$ cat config.mk
export PLATFORM = sky130hd
export DESIGN_NAME = cif_input_stage
export DESIGN_NICKNAME = d
export VERILOG_FILES = /design/src/core/cif_pkg.sv /design/src/core/cif_input_stage.sv /design/src/core/cif_fifo.sv
export SDC_FILE = /design/constraint.sdc
export NUM_CORES = 1
export LEC_CHECK = 0
export BUFFER_PORTS_ARGS = -buffer_cell sky130_fd_sc_hd__buf_4
export CAP_MARGIN = 20
export CORE_ASPECT_RATIO = 2
export CORE_MARGIN = 4
export CORE_UTILIZATION = 55
export CTS_CLUSTER_DIAMETER = 80
export CTS_CLUSTER_SIZE = 25
export DETAILED_ROUTE_END_ITERATION = 8
export GPL_ROUTABILITY_DRIVEN = 0
export HOLD_SLACK_MARGIN = 0.02
export PLACE_DENSITY_LB_ADDON = 0.12
export SLEW_MARGIN = 20
export SYNTH_ARGS = -nofsm -noshare
export SYNTH_HDL_FRONTEND = slang
export SYNTH_SLANG_ARGS = --single-unit
$ cat constraint.sdc
create_clock -name clk_i -period 3.4 [get_ports clk_i]
set_input_delay 0.34 -clock clk_i [delete_from_list [all_inputs] [get_ports clk_i]]
set_output_delay 0.34 -clock clk_i [all_outputs]
set_load 0.02 [all_outputs]
$ cat src/core/cif_pkg.sv
package cif_pkg;

  // ----------------------------------------------------------------
  // Register map (byte addresses, one word each)
  // ----------------------------------------------------------------
  localparam logic [7:0] CTRL_ADDR    = 8'h00; // Format and demux control
  localparam logic [7:0] STAT_ADDR    = 8'h04; // Fill level and overflow
  localparam logic [7:0] ADDR_MASK    = 8'hfc; // Word-aligned decode

  // ----------------------------------------------------------------
  // Control field positions
  // ----------------------------------------------------------------
  localparam int FLOAT_BIT    = 9;   // 1 selects floating point input
  localparam int MSZ_HI       = 8;   // Mantissa size select, high bit
  localparam int MSZ_LO       = 7;   // Mantissa size select, low bit
  localparam int DLY_HI       = 6;   // Demux delay, high bit
  localparam int DLY_LO       = 4;   // Demux delay, low bit
  localparam int INTERP_BIT   = 3;   // 1 selects interpolated mode
  localparam int CTRL_W       = 10;  // Implemented control bits
  localparam logic [9:0] CTRL_RST = 10'h000; // Fixed point, gated, 0 dly

  // ----------------------------------------------------------------
  // Status field positions
  // ----------------------------------------------------------------
  localparam int OVF_BIT      = 0;   // Sticky FIFO overflow, write 1
  localparam int LVL_LO       = 4;   // FIFO fill level, low bit

  // ----------------------------------------------------------------
  // Mantissa size codes
  // ----------------------------------------------------------------
  localparam logic [1:0] MSZ_11_3 = 2'h0;
  localparam logic [1:0] MSZ_12_3 = 2'h1;
  localparam logic [1:0] MSZ_13_3 = 2'h2;
  localparam logic [1:0] MSZ_14_2 = 2'h3;

  // ----------------------------------------------------------------
  // Exponent offset and shift saturation per mantissa size
  // ----------------------------------------------------------------
  localparam logic [3:0] EXP_OFS_0 = 4'h0;
  localparam logic [3:0] EXP_OFS_1 = 4'h1;
  localparam logic [3:0] EXP_OFS_2 = 4'h2;
  localparam logic [3:0] EXP_OFS_3 = 4'h3;
  localparam logic [3:0] SHF_SAT_0 = 4'h7;
  localparam logic [3:0] SHF_SAT_1 = 4'h8;
  localparam logic [3:0] SHF_SAT_2 = 4'h9;
  localparam logic [3:0] SHF_SAT_3 = 4'h6;

  // ----------------------------------------------------------------
  // Data path sizes
  // ----------------------------------------------------------------
  localparam int SAMPLE_W   = 16;  // Input bus width
  localparam int SHIFT_W    = 4;   // Shift control width
  localparam int FIFO_DEPTH = 16;  // Realigned sample buffer depth
  localparam int MAX_STREAMS = 8;  // Streams selectable by the delay

endpackage : cif_pkg

$ cat src/core/cif_input_stage.sv
// Decided for this implementation: the Wishbone interface to the registers and the register addresses.
`timescale 1ns/1ns
// What this block does
// - Sizes 00/01/10: mantissa to bit 5/4/3, exponent 2:0
// - Size 11: mantissa bits 15:2, exponent 1:0
// - Capture sample delay clocks after strobe
// - Eight streams; delays zero through seven valid
// - Captured sample presented at next strobe
// - Gated: oscillator and filter advance on strobe
// - Interpolated: filter every clock, oscillator on strobe
// - Interpolated: sample zeroed while strobe high
// - Floating split only in floating mode
// - Size sets exponent offset and shift saturation
module cif_input_stage (
  input  wire logic        clk_i,
  input  wire logic        rst_i,
  // Wishbone classic slave
  input  wire logic        wb_cyc_i,
  input  wire logic        wb_stb_i,
  input  wire logic        wb_we_i,
  input  wire logic [7:0]  wb_adr_i,
  input  wire logic [3:0]  wb_sel_i,
  input  wire logic [31:0] wb_dat_i,
  output wire logic [31:0] wb_dat_o,
  output wire logic        wb_ack_o,
  // Sample pins from the external source
  input  wire logic [15:0] sample_i,
  input  wire logic        input_sample_strobe_i,
  // Feed to the mixer stage
  output wire logic [15:0] filt_mant_o,
  output wire logic [3:0]  filt_shift_o,
  output wire logic        carrier_oscillator_adv_o,
  output wire logic        integrator_comb_filter_adv_o,
  // Realigned sample stream through the buffer
  output wire logic        str_valid_o,
  input  wire logic        str_ready_i,
  output wire logic [19:0] str_data_o
);

  // ----------------------------------------------------------------
  // Local sizes
  // ----------------------------------------------------------------
  localparam int SW = cif_pkg::SAMPLE_W;
  localparam int HW = cif_pkg::SHIFT_W;
  localparam int LW = $clog2(cif_pkg::FIFO_DEPTH+1);

  // ----------------------------------------------------------------
  // Pin synchronisers
  // ----------------------------------------------------------------
  logic [SW-1:0] smp_m_r;   // First stage, read only by second
  logic [SW-1:0] smp_s_r;   // Safe sample
  logic          stb_m_r;   // First stage, read only by second
  logic          stb_s_r;   // Safe strobe

  // Two flops on every pin; sample and strobe keep their alignment
  always_ff @(posedge clk_i)
  begin
    if (rst_i)
    begin
      smp_m_r <= '0;
      smp_s_r <= '0;
      stb_m_r <= 1'b0;
      stb_s_r <= 1'b0;
    end
    else
    begin
      smp_m_r <= sample_i;
      smp_s_r <= smp_m_r;
      stb_m_r <= input_sample_strobe_i;
      stb_s_r <= stb_m_r;
    end
  end

  // ----------------------------------------------------------------
  // Register file
  // ----------------------------------------------------------------
  logic [cif_pkg::CTRL_W-1:0] ctrl_r;  // Control word
  logic                       ovf_r;   // Sticky buffer overflow
  logic                       ack_r;   // Bus acknowledge
  logic [31:0]                rdat_r;  // Read data
  wire logic [LW-1:0]         lvl_w;   // Buffer fill level

  wire logic [7:0] adr_w   = wb_adr_i & cif_pkg::ADDR_MASK;
  wire logic       req_w   = wb_cyc_i && wb_stb_i && !ack_r;
  wire logic       wr_w    = req_w && wb_we_i;
  wire logic       ctl_hit = (adr_w == cif_pkg::CTRL_ADDR);
  wire logic       sts_hit = (adr_w == cif_pkg::STAT_ADDR);

  // Field views of the control word
  wire logic       float_w  = ctrl_r[cif_pkg::FLOAT_BIT];
  wire logic [1:0] msz_w    = ctrl_r[cif_pkg::MSZ_HI:cif_pkg::MSZ_LO];
  wire logic [2:0] dly_w    = ctrl_r[cif_pkg::DLY_HI:cif_pkg::DLY_LO];
  wire logic       interp_w = ctrl_r[cif_pkg::INTERP_BIT];

  // Read mux; unmapped words read as zero but are still acked
  wire logic [31:0] ctl_rd_w = {{(32-cif_pkg::CTRL_W){1'b0}}, ctrl_r};
  wire logic [31:0] sts_rd_w = {{(32-cif_pkg::LVL_LO-LW){1'b0}}, lvl_w,
                                3'h0, ovf_r};
  wire logic [31:0] rd_w     = ctl_hit ? ctl_rd_w :
                               sts_hit ? sts_rd_w : 32'h0000_0000;

  // Byte lanes: control spans lanes 0 and 1
  wire logic [cif_pkg::CTRL_W-1:0] ctl_wr_w =
    {wb_sel_i[1] ? wb_dat_i[9:8] : ctrl_r[9:8],
     wb_sel_i[0] ? wb_dat_i[7:0] : ctrl_r[7:0]};
  wire logic ovf_clr_w = wr_w && sts_hit && wb_sel_i[0] &&
                         wb_dat_i[cif_pkg::OVF_BIT];

  assign wb_ack_o = ack_r;
  assign wb_dat_o = rdat_r;

  // Ack one cycle after the request, dropped the next cycle
  always_ff @(posedge clk_i)
  begin
    if (rst_i)
    begin
      ack_r  <= 1'b0;
      rdat_r <= '0;
      ctrl_r <= cif_pkg::CTRL_RST;
    end
    else
    begin
      ack_r  <= req_w;
      rdat_r <= req_w ? rd_w : 32'h0000_0000;
      if (wr_w && ctl_hit)
        ctrl_r <= ctl_wr_w;
    end
  end

  // ----------------------------------------------------------------
  // Demultiplex delay counter
  // ----------------------------------------------------------------
  logic [2:0] cnt_r;    // Clocks left until capture
  logic       armed_r;  // Capture pending for this strobe

  // Delay zero captures in the strobe cycle itself
  wire logic cap_w = (stb_s_r && dly_w == 3'h0) ||
                     (!stb_s_r && armed_r && cnt_r == 3'h1);

  // A fresh strobe always reloads, so a late count never leaks
  always_ff @(posedge clk_i)
  begin
    if (rst_i)
    begin
      cnt_r   <= 3'h0;
      armed_r <= 1'b0;
    end
    else if (stb_s_r)
    begin
      cnt_r   <= dly_w;
      armed_r <= (dly_w != 3'h0);
    end
    else if (armed_r)
    begin
      cnt_r   <= cnt_r - 3'h1;
      armed_r <= (cnt_r != 3'h1);
    end
  end

  // ----------------------------------------------------------------
  // Format decode
  // ----------------------------------------------------------------
  // Mantissa is left-justified; unused low bits become zero
  wire logic [SW-1:0] mant_fl_w =
    (msz_w == cif_pkg::MSZ_11_3) ? {smp_s_r[15:5], 5'h00} :
    (msz_w == cif_pkg::MSZ_12_3) ? {smp_s_r[15:4], 4'h0}  :
    (msz_w == cif_pkg::MSZ_13_3) ? {smp_s_r[15:3], 3'h0}  :
                                   {smp_s_r[15:2], 2'h0};
  wire logic [2:0] exp_w = (msz_w == cif_pkg::MSZ_14_2) ?
                           {1'b0, smp_s_r[1:0]} :
                           smp_s_r[2:0];
  wire logic [HW-1:0] ofs_w =
    (msz_w == cif_pkg::MSZ_11_3) ? cif_pkg::EXP_OFS_0 :
    (msz_w == cif_pkg::MSZ_12_3) ? cif_pkg::EXP_OFS_1 :
    (msz_w == cif_pkg::MSZ_13_3) ? cif_pkg::EXP_OFS_2 :
                                   cif_pkg::EXP_OFS_3;
  wire logic [HW-1:0] sat_w =
    (msz_w == cif_pkg::MSZ_11_3) ? cif_pkg::SHF_SAT_0 :
    (msz_w == cif_pkg::MSZ_12_3) ? cif_pkg::SHF_SAT_1 :
    (msz_w == cif_pkg::MSZ_13_3) ? cif_pkg::SHF_SAT_2 :
                                   cif_pkg::SHF_SAT_3;
  // One spare bit keeps the sum from wrapping before the clamp
  wire logic [HW:0]   sum_w   = {2'b00, exp_w} + {1'b0, ofs_w};
  wire logic [HW-1:0] shf_fl_w = (sum_w > {1'b0, sat_w}) ? sat_w :
                                 sum_w[HW-1:0];
  // Fixed point passes the bus through with no shift
  wire logic [SW-1:0] mant_w = float_w ? mant_fl_w : smp_s_r;
  wire logic [HW-1:0] shf_w  = float_w ? shf_fl_w : 4'h0;

  // ----------------------------------------------------------------
  // Capture, realignment and filter feed
  // ----------------------------------------------------------------
  logic [SW-1:0] cap_mant_r;   // Sample taken for this channel
  logic [HW-1:0] cap_shf_r;    // Its shift control
  logic          cap_ok_r;     // A capture has happened
  logic [SW-1:0] pres_mant_r;  // Realigned at the strobe
  logic [HW-1:0] pres_shf_r;   // Realigned shift
  logic [SW-1:0] filt_mant_r;  // Value seen by the filter
  logic [HW-1:0] filt_shf_r;   // Shift seen by the filter
  logic          osc_adv_r;    // Oscillator step
  logic          flt_adv_r;    // Filter step

  // Capture at the counted clock
  always_ff @(posedge clk_i)
  begin
    if (rst_i)
    begin
      cap_mant_r <= '0;
      cap_shf_r  <= '0;
      cap_ok_r   <= 1'b0;
    end
    else if (cap_w)
    begin
      cap_mant_r <= mant_w;
      cap_shf_r  <= shf_w;
      cap_ok_r   <= 1'b1;
    end
  end

  // Every delay lands on the next strobe, whatever the stream
  always_ff @(posedge clk_i)
  begin
    if (rst_i)
    begin
      pres_mant_r <= '0;
      pres_shf_r  <= '0;
    end
    else if (stb_s_r)
    begin
      pres_mant_r <= cap_mant_r;
      pres_shf_r  <= cap_shf_r;
    end
  end

  // Zeroing reads the strobe literally: high level, not pulse edge
  always_ff @(posedge clk_i)
  begin
    if (rst_i)
    begin
      filt_mant_r <= '0;
      filt_shf_r  <= '0;
      osc_adv_r   <= 1'b0;
      flt_adv_r   <= 1'b0;
    end
    else
    begin
      filt_mant_r <= (interp_w && stb_s_r) ? '0 : pres_mant_r;
      filt_shf_r  <= (interp_w && stb_s_r) ? '0 : pres_shf_r;
      osc_adv_r   <= stb_s_r;
      flt_adv_r   <= interp_w || stb_s_r;
    end
  end

  assign filt_mant_o                  = filt_mant_r;
  assign filt_shift_o                 = filt_shf_r;
  assign carrier_oscillator_adv_o     = osc_adv_r;
  assign integrator_comb_filter_adv_o = flt_adv_r;

  // ----------------------------------------------------------------
  // Realigned sample buffer
  // ----------------------------------------------------------------
  wire logic push_w = stb_s_r && cap_ok_r;  // One word per strobe
  wire logic in_rdy_w;                      // Room in the buffer

  // A full buffer drops the word; the sticky bit tells software
  always_ff @(posedge clk_i)
  begin
    if (rst_i)
      ovf_r <= 1'b0;
    else if (push_w && !in_rdy_w)
      ovf_r <= 1'b1;                        // Set beats clear
    else if (ovf_clr_w)
      ovf_r <= 1'b0;
  end

  cif_fifo #(
    .WIDTH (SW + HW),
    .DEPTH (cif_pkg::FIFO_DEPTH)
  ) u_fifo (
    .clk_i       (clk_i),
    .rst_i       (rst_i),
    .in_valid_i  (push_w),
    .in_ready_o  (in_rdy_w),
    .in_data_i   ({cap_shf_r, cap_mant_r}),
    .out_valid_o (str_valid_o),
    .out_ready_i (str_ready_i),
    .out_data_o  (str_data_o),
    .level_o     (lvl_w)
  );

  // ----------------------------------------------------------------
  // Checks
  // ----------------------------------------------------------------
  chk_delay_capture: assert property (
    @(posedge clk_i) disable iff (rst_i)
    (stb_s_r && dly_w == 3'h3) ##1 (!stb_s_r && dly_w == 3'h3) [*3]
      |-> cap_w)
    else $error("capture not taken three clocks after strobe");

  chk_zero_delay: assert property (
    @(posedge clk_i) disable iff (rst_i)
    (stb_s_r && dly_w == 3'h0) |-> cap_w ##1 !armed_r)
    else $error("zero delay did not capture at strobe");

  chk_strobe_restart: assert property (
    @(posedge clk_i) disable iff (rst_i)
    stb_s_r |=> (cnt_r == $past(dly_w) && armed_r == ($past(dly_w) != 3'h0)))
    else $error("strobe did not restart delay count");

  chk_realign_next: assert property (
    @(posedge clk_i) disable iff (rst_i)
    stb_s_r |=> pres_mant_r == $past(cap_mant_r))
    else $error("sample not realigned at strobe");

  chk_gated_adv: assert property (
    @(posedge clk_i) disable iff (rst_i)
    (!interp_w && !stb_s_r) |=> (!flt_adv_r && !osc_adv_r))
    else $error("gated mode advanced without strobe");

  chk_interp_adv: assert property (
    @(posedge clk_i) disable iff (rst_i)
    (interp_w && !stb_s_r) |=> (flt_adv_r && !osc_adv_r))
    else $error("interpolated mode step pattern wrong");

  chk_interp_zero: assert property (
    @(posedge clk_i) disable iff (rst_i)
    (interp_w && stb_s_r) |=> (filt_mant_r == '0 && osc_adv_r))
    else $error("sample not zeroed under strobe");

  chk_fixed_pass: assert property (
    @(posedge clk_i) disable iff (rst_i)
    (cap_w && !float_w) |=> cap_mant_r == $past(smp_s_r))
    else $error("fixed point sample altered");

  chk_exp_sat: assert property (
    @(posedge clk_i) disable iff (rst_i)
    (cap_w && float_w) |=> cap_shf_r <= $past(sat_w))
    else $error("shift control above saturation");

  chk_split_14: assert property (
    @(posedge clk_i) disable iff (rst_i)
    (cap_w && float_w && msz_w == cif_pkg::MSZ_14_2)
      |=> cap_mant_r[1:0] == 2'h0)
    else $error("14/2 mantissa low bits not clear");

  chk_split_11: assert property (
    @(posedge clk_i) disable iff (rst_i)
    (cap_w && float_w && msz_w == cif_pkg::MSZ_11_3)
      |=> cap_mant_r == {$past(smp_s_r[15:5]), 5'h00})
    else $error("11/3 mantissa split wrong");

endmodule : cif_input_stage

$ cat src/core/cif_fifo.sv
`timescale 1ns/1ns
module cif_fifo #(
  parameter int WIDTH = 20,
  parameter int DEPTH = 16
) (
  input  wire logic                       clk_i,
  input  wire logic                       rst_i,
  input  wire logic                       in_valid_i,
  output wire logic                       in_ready_o,
  input  wire logic [WIDTH-1:0]           in_data_i,
  output wire logic                       out_valid_o,
  input  wire logic                       out_ready_i,
  output wire logic [WIDTH-1:0]           out_data_o,
  output wire logic [$clog2(DEPTH+1)-1:0] level_o
);

  // ----------------------------------------------------------------
  // Sizes and checks
  // ----------------------------------------------------------------
  localparam int AW = $clog2(DEPTH);
  localparam int LW = $clog2(DEPTH+1);

  // Power-of-two depth lets pointers wrap for free
  if (DEPTH < 2 || (DEPTH & (DEPTH-1)) != 0 || WIDTH < 1)
  begin : g_bad
    $error("cif_fifo: DEPTH must be a power of two >= 2");
  end

  // ----------------------------------------------------------------
  // Storage and pointers
  // ----------------------------------------------------------------
  logic [WIDTH-1:0] mem_r [DEPTH];  // Entry array
  logic [AW-1:0]    wr_ptr_r;       // Next write slot
  logic [AW-1:0]    rd_ptr_r;       // Oldest entry
  logic [LW-1:0]    cnt_r;          // Entries held

  wire logic full_w  = (cnt_r == LW'(DEPTH));
  wire logic empty_w = (cnt_r == '0);
  wire logic push_w  = in_valid_i && !full_w;
  wire logic pop_w   = out_ready_i && !empty_w;

  assign in_ready_o  = !full_w;
  assign out_valid_o = !empty_w;
  assign out_data_o  = mem_r[rd_ptr_r];
  assign level_o     = cnt_r;

  // Write side, no reset needed on the data array
  always_ff @(posedge clk_i)
  begin
    if (push_w)
      mem_r[wr_ptr_r] <= in_data_i;
  end

  // Pointer and count update
  always_ff @(posedge clk_i)
  begin
    if (rst_i)
    begin
      wr_ptr_r <= '0;
      rd_ptr_r <= '0;
      cnt_r    <= '0;
    end
    else
    begin
      if (push_w)
        wr_ptr_r <= wr_ptr_r + AW'(1);
      if (pop_w)
        rd_ptr_r <= rd_ptr_r + AW'(1);
      if (push_w && !pop_w)
        cnt_r <= cnt_r + LW'(1);
      else if (pop_w && !push_w)
        cnt_r <= cnt_r - LW'(1);
    end
  end

endmodule : cif_fifo

==> results of run 1 <==
==> metal layers <==
metal	vias up	track usage [%]	routed length [µm]
li1	4138	-	-
met1	4662	25.2	13400
met2	223	41.8	21200
met3	61	2.68	1470
met4	0	8.84	1560
met5	-	0	0
==> power breakdown <==
part           total (µW)  switching, µW  internal (µW)
Combinational        1480            709            768
Clock                2950           1670           1290
Sequential           6100            120           5980
==> logic make-up (layout without fill, tap and decap cells) <==
| kind of cell | Yosys count | count (layout) | share of synthesized area, % |
|---|---|---|---|
| AOI/OAI and AO/OA | 93 | 93 | 3.76 |
| other | 1 | 22 | 0.0216 |
| xor gates and xnor gates | 11 | 11 | 0.554 |
| buffers and inverters | 90 | 202 | 2.52 |
| muxes | 115 | 115 | 12.4 |
| DFF | 460 | 460 | 71.4 |
| adders and majority gates | 23 | 23 | 1.74 |
| and+or+nand+nor | 257 | 257 | 7.65 |
==> timing repair <==
action,in CTS,in global routing
resized for setup,0,1
hold endpoints to repair,17,0
setup endpoints to repair,0,1
hold buffers,17,0
==> flip-flops by register name (all words and copies together), names as in the netlist, 10 cells and up, named ones only <==
signal	cells
ctrl_r	10
smp_m_r	16
cap_mant_r	16
wb_dat_o	10
pres_mant_r	16
u_fifo.mem_r	320
smp_s_r	16
filt_mant_o	16
==> through the flow <==
step	hold slack (ps)	worst slack [ps]	cells	instance area [µm²]
global placement	416	418	1546	18700
CTS	29.1	263	1601	19500
global route	36.6	25.7	1601	19500
floorplan	414	467	1071	17500
detailed placement	422	306	1546	18700
finish	49.2	282	1601	19500
==> cell type report <==
| cell class | count | share of cell area, % |
|---|---|---|
| Clock buffer | 37 | 3.22 |
| Clock inverter | 1 | 0.0833 |
| Multi-Input combinational cell | 521 | 24.0 |
| Inverter | 16 | 0.308 |
| Sequential cell | 460 | 63.6 |
| Tap cell | 418 | 2.68 |
| Timing Repair Buffer | 148 | 6.10 |
==> worst reg2reg max path: cells and delay by family, from the launching register on <==
| family | cells | cell delay [ps] |
|---|---|---|
| and+or+nand+nor | 2 | 510 |
| xor gates and xnor gates | 1 | 290 |
| buffers and inverters | 1 | 90 |
| DFF | 1 | 430 |
| AOI/OAI and AO/OA | 3 | 820 |
| adders and majority gates | 3 | 940 |
==> layout by cell type, fill, tap and decap left out, types with 3 or more instances in the layout <==
master         synthesis  routed
buf_12                 0       3
dlygate4sd3_1          0      17
nor2b_1               41      39
buf_4                 22     128
mux4_2                80      80
a21oi_1               26      26
xor2_1                 6       6
nor2_1                63      50
inv_1                 16      16
nand2_1               65      65
edfxtp_1             320     320
conb_1                 1      22
clkbuf_1              37      14
nand2b_1              23      23
a22oi_1               40      40
a211oi_1               4       4
dfxtp_1              140     138
xnor2_1                5       5
nor3_1                 7       3
ha_1                  21      21
clkbuf_16              0      23
or3_1                  4       4
and2_1                27      27
mux2i_1               34      34
a22o_1                 6       6
nand3_1                8       8
nor2_2                 0      13
nor4_1                 4       4
nor3_2                 0       4
==> worst max-delay path by stage <==
stage,end,slack [ps],depth (start not counted)
floorplan,u_fifo.mem_r[0][0],470,4
global placement,cap_shf_r[3],420,10
detailed placement,cap_shf_r[3],310,10
CTS,cap_shf_r[3],260,10
global route,cap_shf_r[3],30,10
finish,cap_shf_r[3],280,10
==> impl_metrics.toml, run 1 <==
[pwr]
powerDensity_nw_per_um2 = 540
vdd_drop_max_mv = 0.394
power_uw = 10500
p_leak_uw = 0.00667

[worst_setup_path]
critical_path_buf_inv_count = 1
arrival_ps = 3610
critPathTopFamily = "adder cells"
cp_max_fo = 5
start_kind = "flip-flop"
path_common_cell = "ha_1"
r2r_slack_ps = 280
cp_cell_sequence = "inv_1 -> ha_1 -> or2_2 -> fa_1 -> xnor2_1 -> ha_1 -> a211oi_1 -> nand2_1 -> a2111oi_1 -> a211o_1"
startpoint = "ctrl_r[8]"
cp-end-kind = "flip-flop"
timing.rr.start = "ctrl_r[8]"
cp_slowest_cell = "dfxtp_1"
reg2regPathDepth = 10
required_ps = 3890
critPathKind = "reg -> reg"
max_stage_delay_ps = 430
timing.rr.end = "cap_shf_r[3]"

[sta]
tightest_slew_ps = 934
hold_viol_final = 0
setup_viol = 0
finalSetupTns_ps = 0
rsz0062_at_grt = "false"
timing.final.crit_period_ps = 3120
fmax_ghz = 0.321
finClkSkew_ps = 20.7
fin_crit_sh_pct = 91.7
maxSlewHeadroom_pct = 37.5
timing.final.max_slew_violations = 0

[drt]
drt_pass1_iterations = 4
wl_um = 37600
wl_per_cell_um = 23.5
ant_nets = 0
via_count = 9084
drt_iter0_drc = 647
viasPerCell = 5.67
drc = 0

[synth]
synth_top_area_cell = "edfxtp_1"
synthArstFlopShare_pct = 0
synthCells = 1050
synth_top_area_share_pct = 55.3
synth_commonest_cells = "edfxtp_1 (320), dfxtp_1 (140), mux4_2 (80), nand2_1 (65), nor2_1 (63)"
syn_avg_cell_area_um2 = 16.6
ys_warn_count = 0
synth_ff_type = "edfxtp_1"
syn_area_um2 = 17400
synth_area_leaders = "edfxtp_1 (55%), dfxtp_1 (16%), mux4_2 (10%)"
ys_ff_latch = 460
synth_cell_types = 55
yosysMostFrequentCell = "edfxtp_1"
seq_area_frac_synth_pct = 71.4
synth_edf_count = 320

[global_routing]
grt_pass1_vias = 9616
antenna_found_initial = 0
grt_start_max_net_pins = 78
grt_pass1_wl_um = 57600
grt_overflow_total = 0
grt_usage_pct = 22.1

[flow_run]
drv_cap = 0

[clock_network]
cts_root_buffer = "clkbuf_16"
cts_setup_buffers = 0
path_clk_slew_ps = 100
cts.sinks = 460
cts_made_buffers = 22
htree_levels = 1
clock_latency_ps = 550
cts_tree = "built"
cts_buffer_depth = 3

[outcome]
status = "completed"

[layout]
fin_util_pct = 62.8
register_area_um2 = 12400
antenna_cells = 0
multi_input_area_um2 = 4680
drive_gt1_share_pct = 22.7
fin_nets = 1259
area_growth_pct = 12.2
nFillCells = 2294

[placement]
dpl.hpwl_um = 23600
io_buffers = 94

[die]
start_util_pct = 56.0
fp.dieH_um = 259
die-area_um2 = 34700
core_area_um2 = 31100
io_pins = 143
placementRows = 91
dieWidth_um = 134

[min_path]
hold_class = "in -> reg"
hold_path_end = "ctrl_r[4]"
hold_path.startpoint = "wb_dat_i[4]"
hold_depth = 3
(Power assumes the default switching activity.)
==> inputs of run 2 (changes only) <==
BUFFER_PORTS_ARGS = -buffer_cell sky130_fd_sc_hd__buf_2   (was -buffer_cell sky130_fd_sc_hd__buf_4)
CTS_BUF_LIST = sky130_fd_sc_hd__clkbuf_4 sky130_fd_sc_hd__clkbuf_8   (was default)
==> run 2 against run 1 <==
Compared with the run above:
- clock skew increased by 20 ps
- total power decreased by 6.0%
- register-to-register slack improved by 70 ps
- critical path depth decreased by 1
- die area unchanged
- first-iteration DRC count increased by 6.2%
- count of clock-buffer cells in the layout increased by 2
- combinational power decreased by 7%
- global-route usage increased by 0.46 points
- sequential power about the same
- critical path type unchanged
- critical endpoint is now cap_shf_r[0]
==> impl_metrics.toml, run 2 (synthesis gave the netlist of run 1 again) <==
[outcome]
status = "completed"

[layout]
fin_nets = 1263
nFillCells = 2344
drive_gt1_share_pct = 23.5
area_growth_pct = 10.3
final_cells = 1608
fin_util_pct = 61.7
final_common_cell = "edfxtp_1"
largest_reg_flops = 320
multi_input_area_um2 = 4680
most-common-layout-cells = "edfxtp_1 (320), dfxtp_1 (137), buf_2 (93)"
largest-register = "u_fifo.mem_r"
register_area_um2 = 12400

[clock_network]
path_clk_slew_ps = 150
clock_latency_ps = 620
cts_buffer_depth = 3
cts_made_buffers = 22
cts_tree = "built"
cts_root_buffer = "clkbuf_8"
cts.sinks = 460
htree_levels = 1

[sta]
fmax_ghz = 0.328
setup_viol = 0
hold_viol_final = 0
finClkSkew_ps = 41.0
finalSetupTns_ps = 0
fin_crit_sh_pct = 89.6
rsz0062_at_grt = "false"
maxSlewHeadroom_pct = 36.7
timing.final.max_slew_violations = 0
tightest_slew_ps = 945
hold_ws_ps = 61.1
timing.final.crit_period_ps = 3050

[placement]
dpl.hpwl_um = 23200
io_buffers = 94
place_inst = 1540

[worst_setup_path]
cp_slowest_cell = "a41oi_1"
critPathTopFamily = "compound AO/OA/AOI/OAI gates"
cp_cell_sequence = "inv_1 -> ha_1 -> or2_2 -> fa_1 -> xnor2_1 -> ha_1 -> a41oi_1 -> a21oi_1 -> o41ai_1"
cp-end-kind = "flip-flop"
arrival_ps = 3570
critPathKind = "reg -> reg"
critical_path_buf_inv_count = 1
max_stage_delay_ps = 460
start_kind = "flip-flop"
path_common_cell = "ha_1"
cp_max_fo = 5
required_ps = 3930

[die]
start_util_pct = 56.0
io_pins = 143
core_area_um2 = 31100
die-area_um2 = 34700
placementRows = 91
fp.dieH_um = 259
dieWidth_um = 134

[global_routing]
grt_overflow_total = 0
grt_pass1_vias = 9542
grt_pass1_wl_um = 58100
antenna_found_initial = 1
grt_start_max_net_pins = 62
grt_usage_pct = 22.6

[drt]
viasPerCell = 5.66
ant_nets = 0
via_count = 9095
wl_per_cell_um = 23.7
drt_iter0_drc = 687
wl_um = 38200
drt_pass1_iterations = 5
drc = 0

[pwr]
powerDensity_nw_per_um2 = 516
vdd_drop_max_mv = 0.380
p_leak_uw = 0.00658

[min_path]
hold_class = "in -> reg"

[flow_run]
drv_cap = 0
## run 2: cell count changes in the layout (fill, tap and decap cells not counted), sizes merged
| cell | change |
|---|---|
| dlygate4sd3 | +10 |
| buf | -6 |
| clkbuf | +2 |
| diode | +1 |
## run 2: through the flow
stage	cell area [µm²]	worst slack, ps	total power (µW)
global placement	18500	459	7610
floorplan	17500	467	7280
global route	19200	40.5	10300
CTS	19200	381	10000
detailed placement	18500	417	7620
finish	19200	353	9900
## run 2: final cells by class
cell class	instances	area share, %
clock buffer	39	2.28
antenna	1	0.0130
timing repair buffer	152	5.48
clock inverter	1	0.0848
sequential	460	64.7
multi-input combinational	521	24.4
inverter	16	0.313
tap	418	2.73
## run 2: power by group
group          total, µW  switching (µW)  internal (µW)
combinational       1380             680            698
sequential          6100             117           5980
clock               2420            1590            829
total               9900            2390           7510
## run 2: repair_timing
| action | 4_1_cts | 5_1_grt |
|---|---|---|
| endpoints found under the setup margin | 0 | 1 |
| buffers inserted | 0 | 0 |
| hold buffers | 27 | 0 |
| resized for setup | 0 | 1 |
| hold endpoints to repair | 27 | 0 |
## run 2: worst paths after layout
kind	from	end	slack, ps	cells after the start
max	ctrl_r[8]	cap_shf_r[0]	350	9
min	wb_sel_i[1]	ctrl_r[8]	60	4
max reg2reg	ctrl_r[8]	cap_shf_r[0]	350	9
min reg2reg	smp_s_r[14]	cap_mant_r[14]	440	2
## run 2: tightest hold or removal path, stage by stage
cell and delay (ps):
buf_2 90, nand2_1 40, nor2_1 60, mux2i_1 110
## run 2: layer usage
layer  up-vias  part of all wire (%)  wire [µm]  global-route usage, %
met5         -                     0          0                      0
met4         0                   5.3       2040                   11.0
met3        71                   3.9       1490                   2.09
met2       257                    55      20900                   41.6
met1      4630                    36      13700                   26.3
li1       4137                     -          -                      -
